--- src/logic/ssp_params.svh ---
// Register map, field positions, reset values and rate counts of the serial port
`ifndef SSP_PARAMS_SVH
`define SSP_PARAMS_SVH

// Register addresses
`define SSP_ADDR_CTRL0 3'h0
`define SSP_ADDR_DATA 3'h1
`define SSP_ADDR_CTRL2 3'h2
`define SSP_ADDR_CTRL1 3'h3

// Control register 0 fields
`define SSP_C0_MODE_HI 7
`define SSP_C0_MODE_LO 5
`define SSP_C0_DBC_HI 3
`define SSP_C0_DBC_LO 2
`define SSP_C0_EN 1
`define SSP_C0_ICF 0

// Control register 2 fields
`define SSP_C2_SPARE_HI 7
`define SSP_C2_SPARE_LO 6
`define SSP_C2_IDLE 5
`define SSP_C2_EDGE 4
`define SSP_C2_ORDER 3
`define SSP_C2_SELECT_PIN_ENABLE 2
`define SSP_C2_WRITE_COLLISION_FLAG 1
`define SSP_C2_TRF 0

// Reset values
`define SSP_CTRL0_RST 8'he0
`define SSP_CTRL1_RST 8'h00
`define SSP_CTRL2_RST 8'h00
`define SSP_DATA_RST 8'h00

// Half-period of the serial clock in system cycles for each divided rate
`define SSP_HALF_DIV4 6'h02
`define SSP_HALF_DIV16 6'h08
`define SSP_HALF_DIV64 6'h20

// Last bit index of a byte
`define SSP_LAST_BIT 3'h7

// Pull-up enable positions
`define SSP_PIN_SDO 0
`define SSP_PIN_SDI 1
`define SSP_PIN_SCK 2
`define SSP_PIN_SCS 3

`endif

--- src/logic/ssp_pkg.sv ---
// Types shared by the serial port modules
`default_nettype none
package ssp_pkg;
  // Operating mode field codes
  typedef enum logic [2:0] {
    SSP_M_DIV4 = 3'h0,
    SSP_M_DIV16 = 3'h1,
    SSP_M_DIV64 = 3'h2,
    SSP_M_SUB = 3'h3,
    SSP_M_TIMER = 3'h4,
    SSP_M_SLAVE = 3'h5,
    SSP_M_TWI = 3'h6,
    SSP_M_NONE = 3'h7
  } ssp_mode_t;

  // Transfer state, one-hot
  typedef enum logic [1:0] {
    SSP_IDLE = 2'h1,
    SSP_BUSY = 2'h2
  } ssp_state_t;
endpackage
`default_nettype wire

--- src/logic/ssp_top.sv ---
// Four-line serial port, master or slave, with its register file
// Operation
// - full duplex, every bit out matched by a bit in; master or slave
// - only the master starts transfers and drives the serial clock
// - select enable 1 uses the select pin, 0 leaves it floating
// - port enable bit in control 0 switches the whole port
// - three-bit mode field chooses four-line or two-wire function
// - one shift data register holds outgoing and incoming byte
// - software loads byte before transfer and reads it afterwards
// - bit order bit in control 2 picks MSB or LSB first
// - software chooses rising or falling capture edge
// - control register 1 has no effect on the four-line port
// - control 0 holds enable and clock rate selection
// - control 2 holds bit order and collision flag, doubles as address
// - pin states follow master or slave, select enable and port enable
// - enabled input pins take pull-up from pull-high controls
// - lines are data in, data out, serial clock, select low
// - codes 000-100 master rates, 101 slave, 110 two-wire, 111 none
// - done flag sets at end of each byte, held until cleared
// - data write during transfer is dropped and sets collision flag
// - idle level bit 1 idles clock low; edge bit picks sampling edge
//
// Design decisions made here: the plain strobed port and the register offsets.
`timescale 1ns/10ps
`default_nettype none
`include "ssp_params.svh"
module ssp_top (
  input wire logic clock, // System clock, 25 MHz
  input wire logic resetn, // Async reset, active low
  input wire logic [2:0] reg_addr, // Register address
  input wire logic [7:0] reg_wdata, // Register write data
  input wire logic reg_write, // Write strobe
  input wire logic reg_read, // Read strobe
  output logic [7:0] reg_rdata, // Read data, cycle after strobe
  input wire logic sub_tick, // Slow clock half-period pulse
  input wire logic timer_tick, // Timer match pulse
  input wire logic sdi_in, // Serial data input
  output logic sdo_out, // Serial data output
  output logic sdo_oe, // Data output enable
  input wire logic sck_in, // Serial clock pin level
  output logic sck_out, // Serial clock drive
  output logic sck_oe, // Serial clock enable
  input wire logic slave_select_n_in, // Select pin level
  output logic slave_select_n_out, // Select pin drive
  output logic slave_select_n_oe, // Select pin enable
  input wire logic [3:0] pull_high_ctrl, // Pull-high controls per pin
  output logic [3:0] pull_up_en // Pull-up enables per pin
);
  import ssp_pkg::*;

  // Reset images, so that single fields can be sliced out of them
  localparam logic [7:0] ctrl0_rst = `SSP_CTRL0_RST;
  localparam logic [7:0] ctrl2_rst = `SSP_CTRL2_RST;

  // Register fields
  ssp_mode_t mode_select_field;
  logic [1:0] debounce_sel;
  logic port_enable_bit;
  logic incomplete_flag;
  logic [7:0] two_wire_control_register;
  logic [1:0] spare_bits;
  logic clock_idle_level;
  logic capture_edge_select;
  logic bit_order_select;
  logic select_pin_enable;
  logic write_collision_flag;
  logic transfer_done_flag;
  logic [7:0] shift_data_register;

  // Transfer state
  ssp_state_t state;
  logic [2:0] bit_count;
  logic sample_bit;

  // Decodes
  logic wr_c0;
  logic wr_c1;
  logic wr_c2;
  logic wr_data;
  logic is_master;
  logic is_slave;
  logic spi_on;
  logic idle_sck;
  logic selected;
  logic m_tick;
  logic m_lead;
  logic m_trail;
  logic s_lead;
  logic s_trail;
  logic lead;
  logic trail;
  logic edge_ok;
  logic shift_bit;
  logic [7:0] shifted;
  logic done_byte;
  logic start;
  logic collide;
  logic slave_abort;

  // Shift one bit in at the far end from the outgoing bit
  function automatic logic [7:0] shift_in(input logic [7:0] d, input logic b,
                                          input logic msb_first);
    shift_in = msb_first ? {d[6:0], b} : {b, d[7:1]};
  endfunction

  // Bit that leaves next for the chosen order
  function automatic logic first_bit(input logic [7:0] d, input logic msb_first);
    first_bit = msb_first ? d[7] : d[0];
  endfunction

  // Register strobes
  assign wr_c0 = reg_write && reg_addr == `SSP_ADDR_CTRL0;
  assign wr_c1 = reg_write && reg_addr == `SSP_ADDR_CTRL1;
  assign wr_c2 = reg_write && reg_addr == `SSP_ADDR_CTRL2;
  assign wr_data = reg_write && reg_addr == `SSP_ADDR_DATA;

  assign is_master = port_enable_bit && mode_select_field <= SSP_M_TIMER;
  assign is_slave = port_enable_bit && mode_select_field == SSP_M_SLAVE;
  // two-wire and unused codes keep the port off
  assign spi_on = is_master || is_slave;

  assign idle_sck = ~clock_idle_level;

  // select pin ignored when its enable is low
  assign selected = !select_pin_enable || !slave_select_n_in;

  // master rate from the mode field
  ssp_clkdiv u_clkdiv (
    .clock(clock),
    .resetn(resetn),
    .run(is_master && state == SSP_BUSY),
    .mode(mode_select_field),
    .sub_tick(sub_tick),
    .timer_tick(timer_tick),
    .tick(m_tick)
  );

  // slave follows the external clock only
  ssp_sck_edge u_sck_edge (
    .clock(clock),
    .resetn(resetn),
    .sck_in(sck_in),
    .idle_level(idle_sck),
    .active(is_slave && selected),
    .lead(s_lead),
    .trail(s_trail)
  );

  // Master edges from its own clock level
  assign m_lead = m_tick && sck_out == idle_sck;
  assign m_trail = m_tick && sck_out != idle_sck;
  assign lead = is_master ? m_lead : s_lead;
  assign trail = is_master ? m_trail : s_trail;
  assign edge_ok = is_master ? state == SSP_BUSY : is_slave;

  // edge bit picks capture on leading or trailing edge
  assign shift_bit = capture_edge_select ? sample_bit : sdi_in;
  assign shifted = shift_in(shift_data_register, shift_bit, bit_order_select);

  // byte ends on the eighth trailing edge
  assign done_byte = edge_ok && trail && bit_count == `SSP_LAST_BIT;

  // data write starts a master transfer
  assign start = wr_data && is_master && state == SSP_IDLE;
  assign collide = wr_data && state == SSP_BUSY;
  assign slave_abort = is_slave && select_pin_enable && slave_select_n_in
                       && state == SSP_BUSY;

  // Transfer state machine
  always_ff @(posedge clock or negedge resetn) begin
    if (!resetn) begin
      state <= SSP_IDLE;
    end else begin
      case (state)
        SSP_IDLE: begin
          if (start || (is_slave && s_lead && !done_byte)) begin
            state <= SSP_BUSY;
          end
        end
        SSP_BUSY: begin
          if (!spi_on || done_byte || slave_abort) begin
            state <= SSP_IDLE;
          end
        end
        default: state <= SSP_IDLE;
      endcase
    end
  end

  // bit counter, cleared with the port off, on a slave abort and at a master start
  always_ff @(posedge clock or negedge resetn) begin
    if (!resetn) begin
      bit_count <= 3'h0;
    end else if (!spi_on || slave_abort || start) begin
      bit_count <= 3'h0;
    end else if (edge_ok && trail) begin
      bit_count <= bit_count + 3'h1;
    end
  end

  // input sample held for the shift on the trailing edge
  always_ff @(posedge clock or negedge resetn) begin
    if (!resetn) begin
      sample_bit <= 1'b0;
    end else if (edge_ok && lead && capture_edge_select) begin
      sample_bit <= sdi_in;
    end
  end

  // one register for send and receive
  // software load when idle, received byte read back
  always_ff @(posedge clock or negedge resetn) begin
    if (!resetn) begin
      shift_data_register <= `SSP_DATA_RST;
    end else if (wr_data && state == SSP_IDLE) begin
      shift_data_register <= reg_wdata;
    end else if (edge_ok && trail) begin
      shift_data_register <= shifted;
    end
  end

  // data out changes on the edge opposite the capture edge
  always_ff @(posedge clock or negedge resetn) begin
    if (!resetn) begin
      sdo_out <= 1'b0;
    end else if (start) begin
      sdo_out <= first_bit(reg_wdata, bit_order_select);
    end else if (edge_ok && lead && !capture_edge_select) begin
      sdo_out <= first_bit(shift_data_register, bit_order_select);
    end else if (edge_ok && trail && capture_edge_select) begin
      sdo_out <= first_bit(shifted, bit_order_select);
    end else if (state == SSP_IDLE && !(edge_ok && lead)) begin
      sdo_out <= first_bit(shift_data_register, bit_order_select);
    end
  end

  // parked at idle level between transfers
  always_ff @(posedge clock or negedge resetn) begin
    if (!resetn) begin
      sck_out <= 1'b1;
    end else if (is_master && state == SSP_BUSY) begin
      if (m_tick) begin
        sck_out <= ~sck_out;
      end
    end else begin
      sck_out <= idle_sck;
    end
  end

  // three driven lines, each with its own drive enable; clock and data out here
  // pin directions from role and enables
  always_ff @(posedge clock or negedge resetn) begin
    if (!resetn) begin
      sck_oe <= 1'b0;
      sdo_oe <= 1'b0;
    end else begin
      sck_oe <= is_master;
      sdo_oe <= is_master || (is_slave && selected);
    end
  end

  // select driven only with its enable set
  // single select, low while the master transfers
  always_ff @(posedge clock or negedge resetn) begin
    if (!resetn) begin
      slave_select_n_oe <= 1'b0;
      slave_select_n_out <= 1'b1;
    end else begin
      slave_select_n_oe <= is_master && select_pin_enable;
      // Falls with the load, a cycle ahead of the earliest clock edge
      slave_select_n_out <= !(is_master && (state == SSP_BUSY || start));
    end
  end

  always_ff @(posedge clock or negedge resetn) begin
    if (!resetn) begin
      pull_up_en <= 4'h0;
    end else begin
      pull_up_en[`SSP_PIN_SDO] <= 1'b0;
      pull_up_en[`SSP_PIN_SDI] <= spi_on && pull_high_ctrl[`SSP_PIN_SDI];
      pull_up_en[`SSP_PIN_SCK] <= is_slave && pull_high_ctrl[`SSP_PIN_SCK];
      pull_up_en[`SSP_PIN_SCS] <= is_slave && select_pin_enable
                                  && pull_high_ctrl[`SSP_PIN_SCS];
    end
  end

  always_ff @(posedge clock or negedge resetn) begin
    if (!resetn) begin
      mode_select_field <= ssp_mode_t'(ctrl0_rst[`SSP_C0_MODE_HI:`SSP_C0_MODE_LO]);
      debounce_sel <= ctrl0_rst[`SSP_C0_DBC_HI:`SSP_C0_DBC_LO];
      port_enable_bit <= ctrl0_rst[`SSP_C0_EN];
    end else if (wr_c0) begin
      mode_select_field <= ssp_mode_t'(reg_wdata[`SSP_C0_MODE_HI:`SSP_C0_MODE_LO]);
      debounce_sel <= reg_wdata[`SSP_C0_DBC_HI:`SSP_C0_DBC_LO];
      port_enable_bit <= reg_wdata[`SSP_C0_EN];
    end
  end

  // Incomplete flag, select released mid-byte; set beats clear
  always_ff @(posedge clock or negedge resetn) begin
    if (!resetn) begin
      incomplete_flag <= ctrl0_rst[`SSP_C0_ICF];
    end else if (slave_abort) begin
      incomplete_flag <= 1'b1;
    end else if (wr_c0) begin
      incomplete_flag <= reg_wdata[`SSP_C0_ICF];
    end
  end

  always_ff @(posedge clock or negedge resetn) begin
    if (!resetn) begin
      two_wire_control_register <= `SSP_CTRL1_RST;
    end else if (wr_c1) begin
      two_wire_control_register <= reg_wdata;
    end
  end

  // control register 2 fields, also the two-wire address
  always_ff @(posedge clock or negedge resetn) begin
    if (!resetn) begin
      spare_bits <= ctrl2_rst[`SSP_C2_SPARE_HI:`SSP_C2_SPARE_LO];
      clock_idle_level <= ctrl2_rst[`SSP_C2_IDLE];
      capture_edge_select <= ctrl2_rst[`SSP_C2_EDGE];
      bit_order_select <= ctrl2_rst[`SSP_C2_ORDER];
      select_pin_enable <= ctrl2_rst[`SSP_C2_SELECT_PIN_ENABLE];
    end else if (wr_c2) begin
      spare_bits <= reg_wdata[`SSP_C2_SPARE_HI:`SSP_C2_SPARE_LO];
      clock_idle_level <= reg_wdata[`SSP_C2_IDLE];
      capture_edge_select <= reg_wdata[`SSP_C2_EDGE];
      bit_order_select <= reg_wdata[`SSP_C2_ORDER];
      select_pin_enable <= reg_wdata[`SSP_C2_SELECT_PIN_ENABLE];
    end
  end

  // done flag, set beats software clear
  always_ff @(posedge clock or negedge resetn) begin
    if (!resetn) begin
      transfer_done_flag <= ctrl2_rst[`SSP_C2_TRF];
    end else if (done_byte) begin
      transfer_done_flag <= 1'b1;
    end else if (wr_c2) begin
      transfer_done_flag <= reg_wdata[`SSP_C2_TRF];
    end
  end

  // collision flag, set beats software clear
  always_ff @(posedge clock or negedge resetn) begin
    if (!resetn) begin
      write_collision_flag <= ctrl2_rst[`SSP_C2_WRITE_COLLISION_FLAG];
    end else if (collide) begin
      write_collision_flag <= 1'b1;
    end else if (wr_c2) begin
      write_collision_flag <= reg_wdata[`SSP_C2_WRITE_COLLISION_FLAG];
    end
  end

  // Read data for one cycle after the strobe, zero otherwise
  always_ff @(posedge clock or negedge resetn) begin
    if (!resetn) begin
      reg_rdata <= 8'h00;
    end else if (reg_read) begin
      case (reg_addr)
        `SSP_ADDR_CTRL0: reg_rdata <= {mode_select_field, 1'b0, debounce_sel,
                                       port_enable_bit, incomplete_flag};
        `SSP_ADDR_DATA: reg_rdata <= shift_data_register;
        `SSP_ADDR_CTRL2: reg_rdata <= {spare_bits, clock_idle_level, capture_edge_select,
                                       bit_order_select, select_pin_enable,
                                       write_collision_flag, transfer_done_flag};
        `SSP_ADDR_CTRL1: reg_rdata <= two_wire_control_register;
        default: reg_rdata <= 8'h00;
      endcase
    end else begin
      reg_rdata <= 8'h00;
    end
  end
endmodule // ssp_top
`default_nettype wire

--- src/logic/ssp_clkdiv.sv ---
// Half-period tick generator for the master serial clock
`timescale 1ns/10ps
`default_nettype none
`include "ssp_params.svh"
module ssp_clkdiv (
  input wire logic clock, // System clock
  input wire logic resetn, // Async reset, active low
  input wire logic run, // Master transfer running
  input wire ssp_pkg::ssp_mode_t mode, // Rate selection
  input wire logic sub_tick, // Slow clock half-period pulse
  input wire logic timer_tick, // Timer match pulse
  output logic tick // Half-period pulse
);
  import ssp_pkg::*;

  logic [5:0] count;
  logic [5:0] half;

  // Half-period length for divided rates
  always_comb begin
    case (mode)
      SSP_M_DIV4: half = `SSP_HALF_DIV4;
      SSP_M_DIV16: half = `SSP_HALF_DIV16;
      default: half = `SSP_HALF_DIV64;
    endcase
  end

  // Divider counter, held at zero between transfers
  always_ff @(posedge clock or negedge resetn) begin
    if (!resetn) begin
      count <= 6'h00;
    end else if (!run || count == half - 6'h01) begin
      count <= 6'h00;
    end else begin
      count <= count + 6'h01;
    end
  end

  // Tick source per mode
  always_comb begin
    case (mode)
      SSP_M_SUB: tick = run & sub_tick;
      SSP_M_TIMER: tick = run & timer_tick;
      default: tick = run && count == half - 6'h01;
    endcase
  end
endmodule // ssp_clkdiv
`default_nettype wire

--- src/logic/ssp_sck_edge.sv ---
// Leading and trailing edge detector for an incoming serial clock
`timescale 1ns/10ps
`default_nettype none
module ssp_sck_edge (
  input wire logic clock, // System clock
  input wire logic resetn, // Async reset, active low
  input wire logic sck_in, // Serial clock pin level
  input wire logic idle_level, // Level of an inactive clock
  input wire logic active, // Slave selected and enabled
  output logic lead, // Edge leaving idle level
  output logic trail // Edge returning to idle level
);
  logic prev;

  // Last sampled level, parked at idle while inactive
  always_ff @(posedge clock or negedge resetn) begin
    if (!resetn) begin
      // Parked high, the idle level of the clock out of reset
      prev <= 1'b1;
    end else begin
      prev <= active ? sck_in : idle_level;
    end
  end

  assign lead = active && prev == idle_level && sck_in != idle_level;
  assign trail = active && prev != idle_level && sck_in == idle_level;
endmodule // ssp_sck_edge
`default_nettype wire

--- config.mk ---
export PLATFORM = sky130hd
export DESIGN_NAME = ssp_top
export DESIGN_NICKNAME = d
export VERILOG_FILES = /design/src/logic/ssp_pkg.sv /design/src/logic/ssp_top.sv /design/src/logic/ssp_clkdiv.sv /design/src/logic/ssp_sck_edge.sv
export VERILOG_INCLUDE_DIRS = /design/src /design/src/logic
export SDC_FILE = /design/constraint.sdc
export NUM_CORES = 1
export LEC_CHECK = 0
export ABC_CLOCK_PERIOD_IN_PS = 6200
export BUFFER_PORTS_ARGS = -buffer_cell sky130_fd_sc_hd__buf_4
export CORE_MARGIN = 2
export CORE_UTILIZATION = 30
export DETAILED_ROUTE_END_ITERATION = 8
export SETUP_SLACK_MARGIN = 0.05
export SYNTH_ARGS = -nofsm -noshare
export SYNTH_HDL_FRONTEND = slang
export SYNTH_SLANG_ARGS = --single-unit
--- constraint.sdc ---
create_clock -name clock -period 6.2 [get_ports clock]
set_input_delay 0.93 -clock clock [delete_from_list [all_inputs] [get_ports clock]]
set_output_delay 0.93 -clock clock [all_outputs]
set_load 0.05 [all_outputs]
==> results of run 1 <==
[layer usage]
layer	GRT usage	up-vias	share of wire
met5	0	-	0
met3	0.0347	10	0.042
met1	0.174	1080	0.48
met2	0.206	41	0.46
li1	-	1082	-
met4	0.0566	0	0.015
[path summary, 6_finish.rpt]
check / startpoint / to / slack [ps] / cells after the start
setup reg to reg: mode_select_field[0] / shift_data_register[0] / 2600 / 8
max in group asynchronous: resetn / sdo_out / 5020 / 1
setup / recovery: mode_select_field[0] / shift_data_register[0] / 2600 / 8
hold / removal: two_wire_control_register[7] / two_wire_control_register[7] / 490 / 2
min in group asynchronous: resetn / u_clkdiv.count[5] / 660 / 1
hold reg to reg: two_wire_control_register[7] / two_wire_control_register[7] / 490 / 2
[layout by cell type, fill, tap and decap left out, drive strengths merged, types with 7 or more instances in the layout]
cell,count
nor2b,12
mux4,7
dfstp,7
mux2i,18
nand3,7
a21oi,8
clkbuf,12
nor2,19
dfrtp,54
o21ai,21
mux2,23
nand2,33
buf,40
[kinds of logic (layout without fill, tap and decap cells)]
kind of cell	Yosys count	after routing	synth area share
xor gates and xnor gates	8	8	0.0219
and+or+nand+nor	105	105	0.176
AOI/OAI and AO/OA	41	41	0.0787
muxes	48	48	0.187
buffers and inverters	24	61	0.0356
other	1	1	0.00117
DFF	61	61	0.480
adders and majority gates	5	5	0.0196
[Yosys cell counts (2+ instances only)]
library cell,count,area [µm²]
dfstp_2,7,184
o21ai_1,14,70.1
xnor2_1,4,35.0
nor2_1,19,71.3
clkbuf_1,11,41.3
mux2_2,22,248
inv_1,5,18.8
mux4_2,7,158
buf_2,4,20.0
a31o_1,2,17.5
nand2b_1,4,25.0
or2_2,2,12.5
nand2_1,33,124
mux2i_1,18,180
xor2_1,4,35.0
a21oi_1,8,40.0
o21ai_0,6,30.0
nand3_1,6,30.0
nor2b_1,12,75.1
or3b_1,2,17.5
and3_1,6,37.5
and2_1,4,25.0
dfrtp_1,54,1350
ha_1,5,62.6
nor3_1,4,20.0
buf_6,2,22.5
[critical path: stages (launching register included)]
cell and delay (ps):
dfstp_2 640, or3b_2 490, ha_1 220, or2_2 290
mux2i_1 240, a31oi_2 200, o21bai_2 760, mux2_1 380
mux2_2 260
[power breakdown]
group          switching [mW]  internal [mW]
Clock                   0.154          0.247
Sequential             0.0817          0.475
Combinational           0.165          0.150
Total                   0.400          0.872
[flip-flops by register name, indices dropped and copies added (netlist names), 2 cells and up]
register / count
u_clkdiv.count: 6
bit_count: 3
reg_rdata: 8
spare_bits: 2
mode_select_field: 3
debounce_sel: 2
shift_data_register: 8
state: 2
pull_up_en: 3
two_wire_control_register: 8
[per-stage QoR]
stage / power (mW) / cells
6_report: 1.27 / 466
5_1_grt: 1.35 / 466
4_1_cts: 1.29 / 466
3_5_place_dp: 0.881 / 450
3_3_place_gp: 0.873 / 450
2_1_floorplan: 0.783 / 293
[layout make-up]
cell class	instances	area share
Multi-Input combinational cell	208	0.407
Sequential cell	61	0.404
Timing Repair Buffer	40	0.0791
Tap cell	136	0.0448
Clock buffer	12	0.0409
Clock inverter	4	0.0185
Inverter	5	0.00494
==> results.json, run 1 <==
{
  "netlist_area_um2": 3200,
  "worst_slew_pin_slew_ps": 935,
  "ys_async_sr_fraction": 1.00,
  "seq_area_frac_synth": 0.480,
  "cts_max_level": 3,
  "ir_drop_uv": 94.1,
  "post-route-period-util": 0.581,
  "post-route-util": 0.368,
  "cts_resized": 0,
  "num_rows": 37,
  "cts_tree": "done",
  "cts_root_buf": "clkbuf_8",
  "fillers": 1006,
  "worstSetupPathType": "register to register",
  "portBuffers": 39,
  "postPlaceCellArea_um2": 3570,
  "cap_violations": 0,
  "clkSlewWorstSetupHoldPaths_ps": 60,
  "num_antenna_cells": 0,
  "overflow": 0,
  "ctsHoldBuffers": 0,
  "coreArea_um2": 10300,
  "synthCells": 293,
  "fmax_mhz": 278,
  "first_iter_violations": 112,
  "clock_skew_ps": 5.68,
  "initial_utilization": 0.310,
  "grt_max_degree": 62,
  "worstSetupStartpointType": "register",
  "grt_use_total": 0.132,
  "viasPerCell": 4.75,
  "area_growth_pct": 18.8,
  "required_ps": 6430,
  "multiInputGateArea_um2": 1550,
  "finalSetupViolCount": 0,
  "dpl.hpwl_um": 4910,
  "critPathCaptureType": "register",
  "chipHeight_um": 107,
  "tns_ps": 0,
  "grt_pass1_vias": 2336,
  "grt_pass1_wl_um": 11600,
  "layout-drive-gt1-share": 0.306,
  "firstDrtPassIters": 4,
  "crit_fanout": 20,
  "hold_viol": 0,
  "pin_count": 42,
  "synth_warnings": 0,
  "clock_sinks": 61,
  "die-area_um2": 11500,
  "rsz0062_at_grt": "no",
  "setup_ws_ps": 2600,
  "synth-main-ff-cell": "dfrtp_1",
  "routabilityCongestion": 0.802,
  "drt-total-wl_um": 6900,
  "pre_cts_slack_ps": 2650,
  "cts_buffers": 9,
  "syn_nets": 322,
  "relSlewSlack": 0.376,
  "status": "finished clean",
  "drc_errors": 0,
  "period_minus_slack_ps": 3600,
  "die_w_um": 107,
  "worstSkewPairLatency_ps": 340,
  "avgSynthCellArea_um2": 10.9,
  "hold_path.class": "register to register",
  "seqCellArea_um2": 1540,
  "final_nets": 354,
  "ys_ff_latch": 61,
  "yosysUniqueCellTypes": 54,
  "routedWlPerCell_um": 14.8,
  "slew_viol_final": 0,
  "p_per_area_nw_per_um2": 335,
  "vias": 2213,
  "leakagePower_nw": 1.65,
  "finalInstanceArea_um2": 3800,
  "clockBufferDepth": 2,
  "antenna_found_initial": 0,
  "fin_hold_ws_ps": 488,
  "cts_setup_buffers": 0,
  "arrival_ps": 3830,
  "synth_edf_count": 0,
  "ant_nets": 0
}
Power figures use the tool's default switching activity.
==> run 2, diff against run 1 <==
- ABC_AREA: not set -> 1
- ABC_CLOCK_PERIOD_IN_PS: 6200 -> 3250
- clock period: 6.2 -> 3.25 ns (I/O delays scaled with it)
==> results.json, run 2 <==
{
  "layout_common_cells": "90 x nand2_1, 54 x dfrtp_1, 53 x inv_1",
  "antenna_found_initial": 0,
  "synth-main-ff-cell": "dfrtp_1",
  "ys_ff_latch": 61,
  "pin_count": 42,
  "top_regs": "reg_rdata (8), shift_data_register (8), two_wire_control_register (8)",
  "p_per_area_nw_per_um2": 659,
  "die-area_um2": 11200,
  "viasPerCell": 4.61,
  "synth_warnings": 0,
  "chipHeight_um": 106,
  "cts_setup_buffers": 0,
  "grt_pass1_vias": 2634,
  "overflow": 0,
  "finalSetupViolCount": 0,
  "layout-drive-gt1-share": 0.202,
  "layout_commonest_cell": "nand2_1",
  "vias": 2565,
  "netlist_area_um2": 3120,
  "worstSetupPathType": "register to register",
  "ctsHoldBuffers": 0,
  "post-route-period-util": 0.703,
  "relSlewSlack": 0.486,
  "clockBufferDepth": 2,
  "drc_errors": 0,
  "ir_drop_uv": 245,
  "fmax_mhz": 437,
  "arrival_ps": 2560,
  "pre_cts_slack_ps": 981,
  "synthCells": 374,
  "coreArea_um2": 10200,
  "leakagePower_nw": 1.83,
  "clock_sinks": 61,
  "cts_root_buf": "clkbuf_8",
  "clkSlewWorstSetupHoldPaths_ps": 70,
  "synth_common_cells": "90 x nand2_1, 54 x dfrtp_1, 53 x inv_1, 40 x o21ai_0, 31 x nor2_1",
  "crit_fanout": 16,
  "synth_largest_area_cell": "dfrtp_1",
  "ant_nets": 0,
  "avgSynthCellArea_um2": 8.33,
  "num_rows": 37,
  "period_minus_slack_ps": 2290,
  "required_ps": 3520,
  "grt_max_degree": 62,
  "routabilityCongestion": 0.858,
  "yosysMostFrequentCell": "nand2_1",
  "tns_ps": 0,
  "slew_viol_final": 0,
  "die_w_um": 106,
  "firstDrtPassIters": 4,
  "yosysTopAreaCellShare": 0.434,
  "status": "finished clean",
  "drt-total-wl_um": 7260,
  "synth_edf_count": 0,
  "dp_cells": 541,
  "post-route-util": 0.366,
  "ys_top_cells_by_area": "dfrtp_1 43%, nand2_1 11%, o21ai_0 6.4%",
  "clock_skew_ps": 5.64,
  "seq_area_frac_synth": 0.493,
  "area_growth_pct": 19.5,
  "fin_cells": 557,
  "grt_pass1_wl_um": 12400,
  "cts_max_level": 3,
  "routedWlPerCell_um": 13.0,
  "dpl.hpwl_um": 5340,
  "first_iter_violations": 150,
  "rsz0062_at_grt": "no",
  "critPathCaptureType": "register",
  "final_nets": 445,
  "cts_resized": 0,
  "worstSetupStartpointType": "register",
  "grt_use_total": 0.142,
  "hold_viol": 0,
  "worstSkewPairLatency_ps": 340,
  "yosysUniqueCellTypes": 35,
  "num_antenna_cells": 0,
  "hold_path.class": "input port to async pin",
  "cts_buffers": 9,
  "cts_tree": "done",
  "fillers": 1081,
  "setup_ws_ps": 964,
  "cap_violations": 0,
  "initial_utilization": 0.306,
  "worst_slew_pin_slew_ps": 771,
  "ys_async_sr_fraction": 1.00,
  "syn_nets": 403,
  "portBuffers": 39
}
-- run 2: cell types whose count changed after synthesis, moves of 9 or more --
cell      change
nand2_1      +57
o21ai_0      +34
o211ai_1      +9
mux2_2       -22
nor2_1       +12
mux2i_1      -18
nor2b_1      -12
inv_1        +48
-- run 2: worst paths after layout --
kind / start / end / slack [ps] / depth (start not counted)
min in group clock: reg_read / reg_rdata[4] / 350 / 3
max in group asynchronous: resetn / shift_data_register[5] / 2520 / 1
worst min register to register: debounce_sel[0] / debounce_sel[0] / 480 / 2
worst max register to register: mode_select_field[1] / shift_data_register[1] / 960 / 14
worst max-delay path: mode_select_field[1] / shift_data_register[1] / 960 / 14
worst min-delay path: resetn / reg_rdata[1] / 220 / 1
-- run 2: cell type report --
type	instances	area, µm²	share of cell area
Sequential cell	61	1540	0.412
Tap cell	136	170	0.0457
Multi-Input combinational cell	248	1320	0.355
Inverter	57	214	0.0575
Clock inverter	1	5.00	0.00134
Timing Repair Buffer	39	293	0.0786
Clock buffer	15	186	0.0501
-- run 2: metal layers --
| metal | vias to the layer above | GRT usage | routed length (µm) |
|---|---|---|---|
| li1 | 1291 | - | - |
| met1 | 1207 | 0.172 | 3240 |
| met2 | 49 | 0.235 | 3530 |
| met3 | 18 | 0.0380 | 322 |
| met4 | 0 | 0.0658 | 169 |
| met5 | - | 0 | 0 |
-- run 2: where the power goes --
| group | total, mW | internal, mW | switching, mW |
|---|---|---|---|
| combinational | 0.763 | 0.261 | 0.503 |
| sequential | 1.04 | 0.931 | 0.113 |
| clock | 0.645 | 0.360 | 0.285 |
| total | 2.45 | 1.55 | 0.901 |
-- run 2: cell families after synthesis --
group / share of synthesized area
other: 0.00120
adders and majority gates: 0.0201
xor gates and xnor gates: 0.0169
AOI/OAI and AO/OA: 0.153
buffers and inverters: 0.0835
and+or+nand+nor: 0.232
DFF: 0.493
-- run 2: metrics by stage --
step                hold WS (ps)  power [mW]  cell area (µm²)
finish                       222        2.45             3720
CTS                          246        2.48             3720
detailed placement           473        1.82             3530
floorplan                    192        1.61             3120
global placement             467        1.80             3530
global route                 292        2.64             3720
-- run 2: worst max-delay path, cell delays in order (launching register included) --
cell and delay (ps):
dfstp_2 580, inv_1 90, nand3_1 130, ha_1 260
nand2_1 70, nand2_1 50, nor2_1 90, nand4_1 120
nand2_1 130, nand3_1 100, nand2_2 120, nand2_4 90
nand2_4 180, o211ai_1 120, o21ai_1 90
==> run 3, diff against run 2 <==
- ABC_CLOCK_PERIOD_IN_PS: 3250 -> 2100
- clock period: 3.25 -> 2.1 ns (I/O delays scaled with it)
==> results.json, run 3 (same netlist as run 2, synthesis figures left out) <==
{
  "status": "finished clean",
  "grt_use_total": 0.149,
  "period_minus_slack_ps": 2080,
  "worst_slew_pin_slew_ps": 770,
  "layout_common_cells": "83 x nand2_1, 60 x buf_4, 54 x dfrtp_1",
  "comb_power_share": 0.350,
  "reg2reg_depth": 15,
  "clockBufferDepth": 2,
  "worstSetupPathType": "register to register",
  "slew_viol_final": 0,
  "r2r_end": "state[1]",
  "cts_tree": "done",
  "num_rows": 37,
  "cap_violations": 0,
  "vias": 2692,
  "routedWlPerCell_um": 13.3,
  "pin_count": 42,
  "tns_ps": 0,
  "grt_pass1_vias": 2671,
  "r2r_setup_slack_ps": 20,
  "cts_max_level": 3,
  "layout-drive-gt1-share": 0.275,
  "top_regs": "reg_rdata (8), shift_data_register (8), two_wire_control_register (8)",
  "firstDrtPassIters": 4,
  "worstSkewPairLatency_ps": 340,
  "drt-total-wl_um": 7700,
  "internal-power_mw": 2.40,
  "rsz0062_at_grt": "yes",
  "area_growth_pct": 27.6,
  "layout_commonest_cell": "nand2_1",
  "ir_drop_uv": 291,
  "cts_buffers": 9,
  "initial_utilization": 0.306,
  "hold_viol": 0,
  "die_w_um": 106,
  "die-area_um2": 11200,
  "portBuffers": 39,
  "grt_pass1_wl_um": 12900,
  "pwr-share-seq": 0.418,
  "arrival_ps": 2300,
  "sw_frac_of_total": 0.378,
  "fmax_mhz": 482,
  "postPlaceCellArea_um2": 3670,
  "post-route-period-util": 0.988,
  "final_nets": 467,
  "grt_max_degree": 62,
  "finalInstanceArea_um2": 3980,
  "coreArea_um2": 10200,
  "post-route-util": 0.390,
  "relSlewSlack": 0.487,
  "drc_errors": 0,
  "viasPerCell": 4.65,
  "power.switching_mw": 1.46,
  "critPathCaptureType": "register",
  "clkPwrFrac": 0.231,
  "finalSetupViolCount": 0,
  "required_ps": 2320,
  "clock_sinks": 61,
  "dpl.hpwl_um": 5560,
  "routabilityCongestion": 0.821,
  "r2r-start": "mode_select_field[0]",
  "clock_skew_ps": 7.19,
  "cts_root_buf": "clkbuf_8",
  "crit_fanout": 6,
  "worstSetupStartpointType": "register",
  "antenna_found_initial": 0,
  "ctsHoldBuffers": 0,
  "chipHeight_um": 106,
  "leakagePower_nw": 1.93,
  "hold_path.class": "input port to async pin",
  "clkSlewWorstSetupHoldPaths_ps": 70,
  "ant_nets": 0,
  "overflow": 0,
  "first_iter_violations": 157,
  "p_per_area_nw_per_um2": 972,
  "num_antenna_cells": 0
}
## run 3: cell types whose count changed in the layout (fill, tap and decap cells not counted), sizes merged
cell	delta
buf	+21
clkbuf	+1
clkinv	-1
nand2	+1
## run 3: cell type report
class | count | area [µm²]
multi-input combinational | 249 | 1440
sequential | 61 | 1540
tap | 136 | 170
fill | 1068 | 6210
timing repair buffer | 60 | 450
inverter | 57 | 219
clock buffer | 16 | 160
## run 3: power groups by stage
stage	clock network (mW)	registers, mW	logic, mW
after floorplan	0	1.73	0.767
after global placement	0	1.62	1.23
after detailed placement	0	1.63	1.25
after CTS	0.922	1.61	1.34
after global routing	0.977	1.65	1.53
final	0.893	1.62	1.35
## run 3: repair_timing
action,4_1_cts,5_1_grt
setup endpoints to repair,16,23
cloned,1,0
endpoints found under the hold margin,0,0
pin swaps,9,7
buffers inserted,4,0
resized for setup,18,10
## run 3: how the worst max path moves through the flow
stage                               startpoint                     end  slack, ps  depth (start not counted)
final                     mode_select_field[0]                state[1]         20                         15
after global routing      mode_select_field[0]                 sdo_out       -170                         16
after floorplan           mode_select_field[0]  shift_data_register[1]         90                         14
after global placement    mode_select_field[0]  shift_data_register[2]        -80                         14
after CTS                 mode_select_field[0]                state[1]         20                         15
after detailed placement  mode_select_field[0]  shift_data_register[1]       -110                         14
## run 3: per-stage QoR
stage / cells / hold WS (ps) / setup WS (ps) / total power [mW]
final: 579 / 28.8 / 24.2 / 3.86
after global routing: 579 / 123 / -171 / 4.16
after CTS: 580 / 87.1 / 22.8 / 3.87
after detailed placement: 559 / 453 / -110 / 2.88
after global placement: 559 / 447 / -79.0 / 2.85
after floorplan: 374 / 19.4 / 91.3 / 2.49
## run 3: critical path: stages, from the launching register on
cell and delay [ps]:
dfstp_2 590, nand3_4 90, ha_4 280, inv_2 30, nand2_1 50, nand2_1 40, nor2_1 80, nand4_1 130
nand2_2 120, nand3_2 90, nand2_4 120, nand2_8 100, inv_6 80, nand2_4 50, nand3_2 60, nand2_2 60
## run 3: per-layer routing
metal,up-vias,part of all wire,GRT usage
met5,-,0,0
met4,0,0.038,0.0827
met3,26,0.039,0.0349
met2,57,0.48,0.241
met1,1269,0.44,0.182
li1,1340,-,-
